$ cat src/pscp_pkg.sv
// shared constants for the passive serial configuration port
package pscp_pkg;
  // ==========================================
  // timing
  localparam int CLK_HZ = 40_000_000;
  localparam int INIT_OSC_HZ = 10_000_000;
  localparam int INIT_DIV = CLK_HZ / INIT_OSC_HZ;
  localparam int INIT_DIV_W = 4;
  localparam int POR_DELAY_MS = 2;
  localparam int POR_CYCLES = POR_DELAY_MS * (CLK_HZ / 1000);
  localparam int RESTART_TIMEOUT_US = 40;
  localparam int RESTART_CYCLES = RESTART_TIMEOUT_US * (CLK_HZ / 1_000_000);
  localparam int INIT_CYCLES = 16;
  localparam int CNT_W = 24;
  // ==========================================
  // bitstream layout
  localparam int FRAME_BITS = 8;
  localparam int STREAM_BITS = 64;
  localparam logic [7:0] FRAME_SYNC = 8'ha5;
  localparam int BIT_CNT_W = 32;
  // ==========================================
  // states
  typedef enum logic [2:0] {
    PSCP_POR = 3'b000,
    PSCP_CLEAR = 3'b001,
    PSCP_LOAD = 3'b011,
    PSCP_INIT = 3'b010,
    PSCP_USER = 3'b110,
    PSCP_ERROR = 3'b111
  } pscp_state_e;
endpackage

$ cat src/pscp_sync.sv
// two-flop synchroniser with edge detection after the second stage
`timescale 1ns/100ps
module pscp_sync #(
  parameter logic INIT = 1'b0
) (
  input wire logic clk,
  input wire logic rst,
  input wire logic d,
  output logic q,
  output logic rise,
  output logic fall
);
  logic s1_q;
  logic s2_q;
  logic s3_q;

  always_ff @(posedge clk or posedge rst) begin
    if (rst) begin
      s1_q <= INIT;
      s2_q <= INIT;
      s3_q <= INIT;
    end else begin
      s1_q <= d;
      s2_q <= s1_q;
      s3_q <= s2_q;
    end
  end

  assign q = s2_q;
  assign rise = s2_q & ~s3_q;
  assign fall = ~s2_q & s3_q;
endmodule

$ cat src/pscp_div.sv
// divider making a one-cycle enable at the init oscillator rate
`timescale 1ns/100ps
module pscp_div #(
  parameter int DIV = 4,
  parameter int W = 4
) (
  input wire logic clk,
  input wire logic rst,
  input wire logic run,
  output logic tick
);
  logic [W-1:0] cnt_q;

  // counter held at zero when stopped: the oscillator is off
  always_ff @(posedge clk or posedge rst) begin
    if (rst) begin
      cnt_q <= '0;
    end else if (!run) begin
      cnt_q <= '0;
    end else if (cnt_q == W'(DIV - 1)) begin
      cnt_q <= '0;
    end else begin
      cnt_q <= cnt_q + 1'b1;
    end
  end

  assign tick = run && (cnt_q == W'(DIV - 1));
endmodule

$ cat src/pscp_top.sv
// passive serial configuration port of the target device
`timescale 1ns/100ps
// What this block does
// - capture serial data on every rising edge of the host configuration clock while loading with chain-enable in low
// - a rising edge on the request input, incl. power-up, starts configuration
// - hold open-drain done low while configuring, selecting the memory
// - release the status line on leaving power-on reset once the request is high
// - no data transfer until every device has released status
// - run initialization from a 10 MHz oscillator, stop it afterwards
// - release done after configuration, enter user mode after initialization
// - on a configuration error pull the status line low
// - with auto-restart on, restart by itself after an error
// - release done on finishing so the memory is deselected
// - with auto-restart, reset then pulse status; memory restarts on release
// - nobody holds done low; done low afterwards means failure
// - assert chain-enable out when own configuration completes
// - targets with tied done lines initialize and enter user mode together
// - a status error anywhere halts configuration of the whole chain
// - after error: release after time-out if auto-restart, else wait for request
module pscp_top
  import pscp_pkg::*;
#(
  parameter int POR_CNT = POR_CYCLES,
  parameter int RESTART_CNT = RESTART_CYCLES,
  parameter int STREAM_LEN = STREAM_BITS
) (
  input wire logic CLK,
  input wire logic SYS_RST,
  input wire logic CFG_REQUEST,
  input wire logic CFG_SERIAL_CLOCK,
  input wire logic SERIAL_CFG_DATA_IN,
  input wire logic CHAIN_ENABLE_IN_N,
  input wire logic AUTO_RESTART_EN,
  input wire logic STATUS_IN,
  output logic STATUS_OE,
  output logic STATUS_OUT,
  input wire logic DONE_IN,
  output logic DONE_OE,
  output logic DONE_OUT,
  output logic CHAIN_ENABLE_OUT_N,
  output logic INIT_OSC_ON,
  output logic USER_MODE,
  output logic CFG_ERROR,
  output logic [FRAME_BITS-1:0] CFG_WORD,
  output logic CFG_WORD_VALID
);
  import pscp_pkg::*;

  // ==========================================
  // input synchronisers
  logic req_s;
  logic req_fall;
  logic cfg_serial_clock_rise;
  logic data_s;
  logic ce_n_s;
  logic status_s;
  logic done_s;
  logic auto_s;

  pscp_sync #(.INIT(1'b0)) u_req (
    .clk(CLK), .rst(SYS_RST), .d(CFG_REQUEST),
    .q(req_s), .rise(), .fall(req_fall)
  );
  pscp_sync #(.INIT(1'b0)) u_cfg_serial_clock (
    .clk(CLK), .rst(SYS_RST), .d(CFG_SERIAL_CLOCK),
    .q(), .rise(cfg_serial_clock_rise), .fall()
  );
  // data path gets the same delay as the clock so the bit is aligned
  pscp_sync #(.INIT(1'b0)) u_data (
    .clk(CLK), .rst(SYS_RST), .d(SERIAL_CFG_DATA_IN),
    .q(data_s), .rise(), .fall()
  );
  pscp_sync #(.INIT(1'b1)) u_ce (
    .clk(CLK), .rst(SYS_RST), .d(CHAIN_ENABLE_IN_N),
    .q(ce_n_s), .rise(), .fall()
  );
  pscp_sync #(.INIT(1'b0)) u_status (
    .clk(CLK), .rst(SYS_RST), .d(STATUS_IN),
    .q(status_s), .rise(), .fall()
  );
  pscp_sync #(.INIT(1'b0)) u_done (
    .clk(CLK), .rst(SYS_RST), .d(DONE_IN),
    .q(done_s), .rise(), .fall()
  );
  // option strap is a pin as well, so it is synchronised like the rest
  pscp_sync #(.INIT(1'b0)) u_auto (
    .clk(CLK), .rst(SYS_RST), .d(AUTO_RESTART_EN),
    .q(auto_s), .rise(), .fall()
  );

  // ==========================================
  // state and counters
  pscp_state_e state_q;
  logic [CNT_W-1:0] tmr_q;
  logic [BIT_CNT_W-1:0] bit_cnt_q;
  logic [FRAME_BITS-1:0] shift_q;
  logic [$clog2(FRAME_BITS)-1:0] frame_pos_q;
  logic sync_seen_q;
  logic status_drive_q;
  logic done_drive_q;
  logic ceo_n_q;
  logic err_q;
  logic init_tick;
  logic osc_run;
  logic frame_err;
  logic load_done;
  logic accept_bit;

  assign osc_run = (state_q == PSCP_INIT);
  assign accept_bit = (state_q == PSCP_LOAD) && cfg_serial_clock_rise && !ce_n_s && status_s;
  assign load_done = (bit_cnt_q == BIT_CNT_W'(STREAM_LEN - 1)) && accept_bit;
  // first full frame must carry the sync pattern; anything else is a bad stream
  assign frame_err = accept_bit && !sync_seen_q
                     && (frame_pos_q == 3'(FRAME_BITS - 1))
                     && ({shift_q[FRAME_BITS-2:0], data_s} != FRAME_SYNC);

  pscp_div #(.DIV(INIT_DIV), .W(INIT_DIV_W)) u_osc (
    .clk(CLK), .rst(SYS_RST), .run(osc_run), .tick(init_tick)
  );

  // ==========================================
  // sequencer
  always_ff @(posedge CLK or posedge SYS_RST) begin
    if (SYS_RST) begin
      state_q <= PSCP_POR;
      tmr_q <= '0;
    end else begin
      case (state_q)
        PSCP_POR: begin
          // status held low until the power-on delay has run out
          if (tmr_q == CNT_W'(POR_CNT - 1)) begin
            state_q <= PSCP_CLEAR;
            tmr_q <= '0;
          end else begin
            tmr_q <= tmr_q + 1'b1;
          end
        end
        PSCP_CLEAR: begin
          // a new cycle needs the request high; power-up counts as its rising edge
          if (req_s && status_s) begin
            state_q <= PSCP_LOAD;
          end
        end
        PSCP_LOAD: begin
          if (req_fall) begin
            state_q <= PSCP_CLEAR;
          end else if (frame_err) begin
            state_q <= PSCP_ERROR;
            tmr_q <= '0;
          end else if (!status_s) begin
            state_q <= PSCP_ERROR;
            tmr_q <= '0;
          end else if (load_done) begin
            state_q <= PSCP_INIT;
            tmr_q <= '0;
          end
        end
        PSCP_INIT: begin
          // tied done lines: start init counting only once the shared net is high
          if (req_fall) begin
            state_q <= PSCP_CLEAR;
          end else if (!status_s) begin
            state_q <= PSCP_ERROR;
            tmr_q <= '0;
          end else if (done_s && init_tick) begin
            if (tmr_q == CNT_W'(INIT_CYCLES - 1)) begin
              state_q <= PSCP_USER;
              tmr_q <= '0;
            end else begin
              tmr_q <= tmr_q + 1'b1;
            end
          end
        end
        PSCP_USER: begin
          if (req_fall) begin
            state_q <= PSCP_CLEAR;
          end
        end
        PSCP_ERROR: begin
          if (auto_s) begin
            if (tmr_q == CNT_W'(RESTART_CNT - 1)) begin
              state_q <= PSCP_CLEAR;
              tmr_q <= '0;
            end else begin
              tmr_q <= tmr_q + 1'b1;
            end
          end else if (req_fall) begin
            state_q <= PSCP_CLEAR;
            tmr_q <= '0;
          end
        end
        default: begin
          state_q <= PSCP_POR;
          tmr_q <= '0;
        end
      endcase
    end
  end

  // ==========================================
  // bit capture
  always_ff @(posedge CLK or posedge SYS_RST) begin
    if (SYS_RST) begin
      shift_q <= '0;
      bit_cnt_q <= '0;
      frame_pos_q <= '0;
      sync_seen_q <= 1'b0;
    end else if (state_q != PSCP_LOAD) begin
      bit_cnt_q <= '0;
      frame_pos_q <= '0;
      sync_seen_q <= 1'b0;
    end else if (accept_bit) begin
      shift_q <= {shift_q[FRAME_BITS-2:0], data_s};
      bit_cnt_q <= bit_cnt_q + 1'b1;
      frame_pos_q <= frame_pos_q + 1'b1;
      if (frame_pos_q == 3'(FRAME_BITS - 1)) begin
        sync_seen_q <= 1'b1;
      end
    end
  end

  always_ff @(posedge CLK or posedge SYS_RST) begin
    if (SYS_RST) begin
      CFG_WORD <= '0;
      CFG_WORD_VALID <= 1'b0;
    end else begin
      CFG_WORD_VALID <= 1'b0;
      if (accept_bit && frame_pos_q == 3'(FRAME_BITS - 1)) begin
        CFG_WORD <= {shift_q[FRAME_BITS-2:0], data_s};
        CFG_WORD_VALID <= 1'b1;
      end
    end
  end

  // ==========================================
  // open-drain handshakes and chain enable
  always_ff @(posedge CLK or posedge SYS_RST) begin
    if (SYS_RST) begin
      status_drive_q <= 1'b1;
      done_drive_q <= 1'b1;
      ceo_n_q <= 1'b1;
      err_q <= 1'b0;
    end else begin
      // request low: keep status held so the host cannot stream before bits are taken
      status_drive_q <= (state_q == PSCP_POR) || (state_q == PSCP_ERROR)
                        || ((state_q == PSCP_CLEAR) && !req_s);
      // done held low from reset until our own stream is in
      done_drive_q <= (state_q == PSCP_POR) || (state_q == PSCP_CLEAR)
                      || (state_q == PSCP_LOAD) || (state_q == PSCP_ERROR);
      ceo_n_q <= !((state_q == PSCP_INIT) || (state_q == PSCP_USER));
      if (state_q == PSCP_ERROR) begin
        err_q <= 1'b1;
      end else if (state_q == PSCP_LOAD) begin
        err_q <= 1'b0;
      end
    end
  end

  assign STATUS_OE = status_drive_q;
  assign STATUS_OUT = 1'b0;
  assign DONE_OE = done_drive_q;
  assign DONE_OUT = 1'b0;
  assign CHAIN_ENABLE_OUT_N = ceo_n_q;
  assign INIT_OSC_ON = osc_run;
  assign USER_MODE = (state_q == PSCP_USER);
  assign CFG_ERROR = err_q;
endmodule

$ cat config.mk
export PLATFORM = sky130hd
export DESIGN_NAME = pscp_top
export DESIGN_NICKNAME = d
export VERILOG_FILES = /design/src/pscp_pkg.sv /design/src/pscp_sync.sv /design/src/pscp_div.sv /design/src/pscp_top.sv
export SDC_FILE = /design/constraint.sdc
export NUM_CORES = 1
export LEC_CHECK = 0
export BUFFER_PORTS_ARGS = -buffer_cell sky130_fd_sc_hd__buf_2
export CAP_MARGIN = 20
export CORE_MARGIN = 1
export CORE_UTILIZATION = 45
export CTS_CLUSTER_DIAMETER = 60
export DETAILED_ROUTE_END_ITERATION = 12
export HOLD_SLACK_MARGIN = 0.06
export SETUP_SLACK_MARGIN = 0.15
export SKIP_LAST_GASP = 1
export SYNTH_ARGS = -nofsm -noshare
export SYNTH_HDL_FRONTEND = slang
export SYNTH_SLANG_ARGS = --single-unit
$ cat constraint.sdc
create_clock -name CLK -period 9 [get_ports CLK]
set_input_delay 1.8 -clock CLK [delete_from_list [all_inputs] [get_ports CLK]]
set_output_delay 1.8 -clock CLK [all_outputs]
set_load 0.05 [all_outputs]
==> flow_summary_export.csv, run 1 <==
group,metric,value,unit
worst_setup_path,cpPeakStageDelay,550,ps
logic_synthesis,synth_top_area_share,48.5,%
floorplan,io_pins,26,
logic_synthesis,syn_inst,502,
detailed_routing,post_drt_wl_per_cell,15.1,um
worst_setup_path,cp-endpoint,"INIT_OSC_ON",
pwr,power-per-cell-area,139,nW/um2
worst_setup_path,start_kind,"flip-flop",
pwr,cellInternalPower,0.575,mW
floorplan,core,10900,um2
pwr,p_seq_share,61.7,%
detailed_routing,ant_nets,0,
detailed_routing,routed_via_density,5.54,
floorplan,die-width,108,um
logic_synthesis,ys_types,63,
logic_synthesis,synth_ff_type,"dfrtp_1",
logic_synthesis,synth_common_cells,"dfrtp_1 (98), nor2_1 (48), nand2_1 (47)",
pwr,netSwitchingPower,0.185,mW
place,post-dp-hpwl,6850,um
timing,worst_pin_slew,943,ps
floorplan,row_count,38,
run,maxCapViolations,0,
place,gp_routability_congestion,0.824,
final_layout,stdcell_area,5450,um2
final_layout,syn2layout_area_growth,7.75,%
logic_synthesis,yosysTopAreaCell,"dfrtp_1",
place,port_buffers,23,
logic_synthesis,seq_area_frac_synth,51.1,%
timing,slew_viol_final,0,
detailed_routing,drt_iter0_drc,176,
final_layout,diodes,0,
timing,relSlewSlack,37.1,%
final_layout,drive_gt1_share,15.3,%
grt,grtUsageTotal,19.2,%
detailed_routing,routed_wl,10000,um
timing,clock_skew,18.6,ps
worst_setup_path,cp.depth,4,
clocking,clockRootBuffer,"clkbuf_8",
timing,rsz0062_at_grt,"false",
timing,fin_worst_hold_slack,358,ps
clocking,postCtsSetupBuffers,0,
detailed_routing,vias,3673,
detailed_routing,drc,0,
timing,min_period,3540,ps
grt,antenna_found_initial,0,
clocking,cts.path.max_buffers,2,
worst_setup_path,criticalPathCategory,"reg -> out",
detailed_routing,firstDrtPassIters,4,
clocking,clk_pin_slew,100,ps
floorplan,start_util,46.4,%
worst_setup_path,crit_chain,"nor2_1, nand2_1, inv_1, buf_2",
min_path,worstHoldPathType,"reg -> reg",
pwr,sw_frac_of_total,24.3,%
logic_synthesis,netlist_top_cells_area,"dfrtp_1 (49%), nor2_1 (3.6%), nand2_1 (3.5%), mux2_2 (3.3%), and3_1 (3.1%)",
worst_setup_path,rr_worst_depth,6,
clocking,ctsHoldBuffers,0,
clocking,cts.sinks,103,
logic_synthesis,avgSynthCellArea,10.1,um2
floorplan,dieArea,11700,um2
final_layout,nFillCells,1018,
clocking,clk_latency,400,ps
outcome,status,"finished clean",
worst_setup_path,required,7200,ps
logic_synthesis,synth_edf_count,0,
worst_setup_path,crit_family,"flip-flops",
timing,fin_crit_sh,39.3,%
pwr,p_clk_share,36.3,%
place,post_dp_cell_area,5270,um2
grt,first_global_vias,3583,
worst_setup_path,reg2reg_from,"u_status.q",
pwr,ir_drop,0.103,mV
pwr,leakage,2.41,nW
final_layout,final_nets,532,
pwr,comb_power_share,2.0,%
grt,grt_max_degree,77,
worst_setup_path,startpoint,"state_q[2]",
worst_setup_path,crit_path_end_kind,"output port",
clocking,cts_tree,"done",
timing,setup_tns,0,ps
clocking,cts_buffers,9,
logic_synthesis,yosysWarnings,0,
worst_setup_path,critPathSlowestCell,"dfrtp_1",
logic_synthesis,async_reset_ff_share,100,%
clocking,cts_htree_levels,3,
grt,overflow,0,
worst_setup_path,cp_num_buf_inv,2,
timing,fmax,0.283,GHz
worst_setup_path,r2r_slack,6140,ps
worst_setup_path,arrival,1740,ps
grt,grt_pass1_wl,17300,um
logic_synthesis,yosysMostFrequentCell,"dfrtp_1",
worst_setup_path,worstReg2RegEnd,"tmr_q[12]",
worst_setup_path,crit_path_max_fanout,17,
logic_synthesis,ys_ff_latch,103,
floorplan,die_h,108,um
timing,setup_viol,0,
clocking,cts_resized,0,
logic_synthesis,syn_area,5060,um2
timing,hold_viol,0,
[kinds of logic (layout without fill, tap and decap cells)]
| kind of cell | count (synthesis) | in the layout | share of synthesized area (%) |
|---|---|---|---|
| and+or+nand+nor | 234 | 234 | 25.3 |
| AOI/OAI and AO/OA | 79 | 79 | 10.4 |
| DFF | 103 | 103 | 51.1 |
| xor gates and xnor gates | 29 | 29 | 5.02 |
| buffers and inverters | 34 | 54 | 3.09 |
| other | 1 | 2 | 0.0742 |
| muxes | 17 | 17 | 3.74 |
| adders and majority gates | 5 | 5 | 1.24 |
[cells in the final DEF, fill, tap and decap left out, types with 17 or more instances in the layout]
cell,n
dfrtp_1,98
a21oi_1,18
buf_2,23
nand4_1,20
o21ai_0,21
nand2_1,47
xor2_1,17
nand3_1,25
and3_1,25
nor2_1,48
[power groups by stage]
stage	Combinational, mW	Clock, mW	Sequential, mW
floorplan	0.0116	0	0.477
global placement	0.0160	0	0.478
detailed placement	0.0163	0	0.478
CTS	0.0162	0.291	0.469
global route	0.0179	0.307	0.469
finish	0.0154	0.275	0.468
[flip-flops by register name, indices dropped and copies added (netlist names), 3 cells and up]
name,cells
frame_pos_q,3
bit_cnt_q,32
CFG_WORD,8
tmr_q,24
state_q,3
shift_q,7
u_osc.cnt_q,4
[area by class of cell]
class | count | area (um2) | share of cell area [%]
clock buffers | 10 | 128 | 2.34
clock inverters | 6 | 52.6 | 0.965
inverters | 11 | 43.8 | 0.804
multi-input cells | 366 | 2320 | 42.6
flip-flops and latches | 103 | 2580 | 47.4
well taps | 140 | 175 | 3.22
repair buffers | 27 | 145 | 2.66
[layer usage]
layer  track usage, %  routed length, um
met2             29.2               4550
met5                0                  0
met1             26.2               5030
met4             7.83                170
met3             4.70                283
[how the worst min path moves through the flow]
stage	depth (start not counted)	end	from	slack [ps]
finish	0	u_done.q	u_done.s1_q	360
global route	0	u_req.q	u_req.s1_q	370
CTS	0	u_status.q	u_status.s1_q	360
detailed placement	0	u_status.q	u_status.s1_q	340
global placement	0	u_data.q	u_data.s1_q	330
floorplan	0	u_auto.q	u_auto.s1_q	330
[stage by stage]
step / worst slack (ps) / utilization, % / cells / total power [mW]
finish: 5460 / 50.0 / 663 / 0.759
global placement: 5860 / 48.4 / 647 / 0.493
global route: 5340 / 50.0 / 663 / 0.794
detailed placement: 5820 / 48.4 / 647 / 0.494
CTS: 5440 / 50.0 / 663 / 0.776
floorplan: 4500 / - / 503 / 0.488
(Power assumes the default switching activity.)
==> inputs of run 2 (changes only) <==
- clock period: 9 -> 3.15 ns (I/O delays scaled with it)
==> flow_summary_export.csv, run 2 (synthesized netlist as in run 1, its figures left out) <==
group,metric,value,unit
clocking,cts_resized,0,
floorplan,io_pins,26,
timing,min_period,2610,ps
place,post-dp-hpwl,7090,um
grt,grt_pass1_wl,18000,um
worst_setup_path,required,3430,ps
clocking,clk_pin_slew,90,ps
worst_setup_path,r2r_slack,540,ps
grt,grt_max_degree,104,
final_layout,syn2layout_area_growth,9.70,%
run,maxCapViolations,0,
timing,fmax,0.384,GHz
min_path,whs_path_depth,1,
clocking,cts.path.max_buffers,2,
timing,slew_viol_final,0,
place,port_buffers,23,
clocking,cts_buffers,9,
worst_setup_path,arrival,2890,ps
pwr,leakage,2.46,nW
final_layout,drive_gt1_share,16.4,%
worst_setup_path,reg2reg_from,"tmr_q[8]",
floorplan,start_util,46.4,%
timing,fin_crit_sh,82.8,%
final_layout,largest_register_ffs,32,
detailed_routing,vias,3765,
grt,antenna_found_initial,0,
worst_setup_path,cpPeakStageDelay,590,ps
floorplan,core,10900,um2
detailed_routing,ant_nets,0,
worst_setup_path,crit_path_max_fanout,8,
timing,worst_pin_slew,537,ps
worst_setup_path,start_kind,"flip-flop",
clocking,cts_htree_levels,3,
final_layout,reg.largest.list,"bit_cnt_q (32), tmr_q (24), CFG_WORD (8)",
detailed_routing,drc,0,
outcome,status,"finished clean",
clocking,postCtsSetupBuffers,0,
clocking,cts_tree,"done",
worst_setup_path,worstReg2RegEnd,"state_q[2]",
detailed_routing,drt_iter0_drc,219,
final_layout,diodes,0,
grt,overflow,0,
timing,clock_skew,8.62,ps
worst_setup_path,crit_chain,"nor3_1, nand4_1, o21ai_1, nand2_1, or4_4, o41ai_2",
pwr,power-per-cell-area,413,nW/um2
timing,relSlewSlack,64.1,%
min_path,hold-path-endpoint,"u_ce.s1_q",
floorplan,row_count,38,
timing,setup_tns,0,ps
final_layout,final_common_cell,"dfrtp_1",
timing,hold_viol,0,
timing,setup_viol,0,
min_path,min_from,"CHAIN_ENABLE_IN_N",
worst_setup_path,crit_path_end_kind,"flip-flop",
final_layout,nFillCells,1000,
final_layout,layout_common_cells,"dfrtp_1 (98), nor2_1 (48), nand2_1 (47), nand3_1 (25), and3_1 (25)",
clocking,cts.sinks,103,
timing,rsz0062_at_grt,"false",
worst_setup_path,critPathSlowestCell,"or4_4",
worst_setup_path,rr_worst_depth,6,
detailed_routing,routed_via_density,5.62,
detailed_routing,routed_wl,10500,um
worst_setup_path,crit_family,"simple AND/OR/NAND/NOR gates",
clocking,clockRootBuffer,"clkbuf_8",
min_path,worstHoldPathType,"in -> reg",
place,gp_routability_congestion,0.823,
floorplan,die-width,108,um
floorplan,die_h,108,um
final_layout,final_nets,539,
clocking,ctsHoldBuffers,0,
floorplan,dieArea,11700,um2
detailed_routing,firstDrtPassIters,4,
detailed_routing,post_drt_wl_per_cell,15.7,um
grt,grtUsageTotal,20.0,%
final_layout,largest_register,"bit_cnt_q",
pwr,ir_drop,0.374,mV
clocking,clk_latency,380,ps
worst_setup_path,cp_num_buf_inv,0,
grt,first_global_vias,3612,
timing,fin_worst_hold_slack,339,ps
worst_setup_path,criticalPathCategory,"reg -> reg",
run 2: how the worst max path moves through the flow:
stage	startpoint	endpoint	slack, ps	cells past startpoint
floorplan	tmr_q[7]	state_q[2]	810	6
global placement	tmr_q[8]	tmr_q[16]	520	6
detailed placement	tmr_q[8]	state_q[2]	420	6
CTS	tmr_q[8]	state_q[2]	400	6
global route	bit_cnt_q[0]	tmr_q[12]	280	7
finish	tmr_q[8]	state_q[2]	540	6
run 2: layout make-up:
| type | count | area [um2] | area share, % |
|---|---|---|---|
| sequential | 103 | 2580 | 46.6 |
| multi-input combinational | 366 | 2320 | 41.8 |
| timing repair buffer | 34 | 210 | 3.79 |
| tap | 140 | 175 | 3.16 |
| clock buffer | 10 | 128 | 2.30 |
| clock inverter | 6 | 85.1 | 1.53 |
| inverter | 11 | 45.0 | 0.812 |
run 2: where the power goes:
group	total, mW	internal (mW)	switching [mW]
clock network	0.906	0.445	0.461
logic	0.0464	0.0100	0.0364
registers	1.34	1.33	0.00612
run 2: routing by layer:
metal	routed length, um	up-vias	track usage, %
met5	0	-	0
met4	150	0	7.73
met3	366	10	5.24
met2	4670	48	28.5
met1	5350	1860	28.9
li1	-	1847	-
run 2: through the flow:
step / cells / util, % / power [mW] / setup slack, ps / instance area, um2
after floorplan: 503 / - / 1.40 / 811 / 5060
after global placement: 654 / 49.0 / 1.41 / 521 / 5330
after detailed placement: 654 / 49.0 / 1.41 / 419 / 5330
after CTS: 670 / 50.9 / 2.33 / 397 / 5550
after global routing: 670 / 50.9 / 2.38 / 284 / 5550
final: 670 / 50.9 / 2.29 / 543 / 5550
run 2: worst register-to-register path, cell delays in order (launching register included):
cell and delay, ps:
dfrtp_1 480, nor3_1 440, nand4_1 190, o21ai_1 340, nand2_1 170, or4_4 590
o41ai_2 310
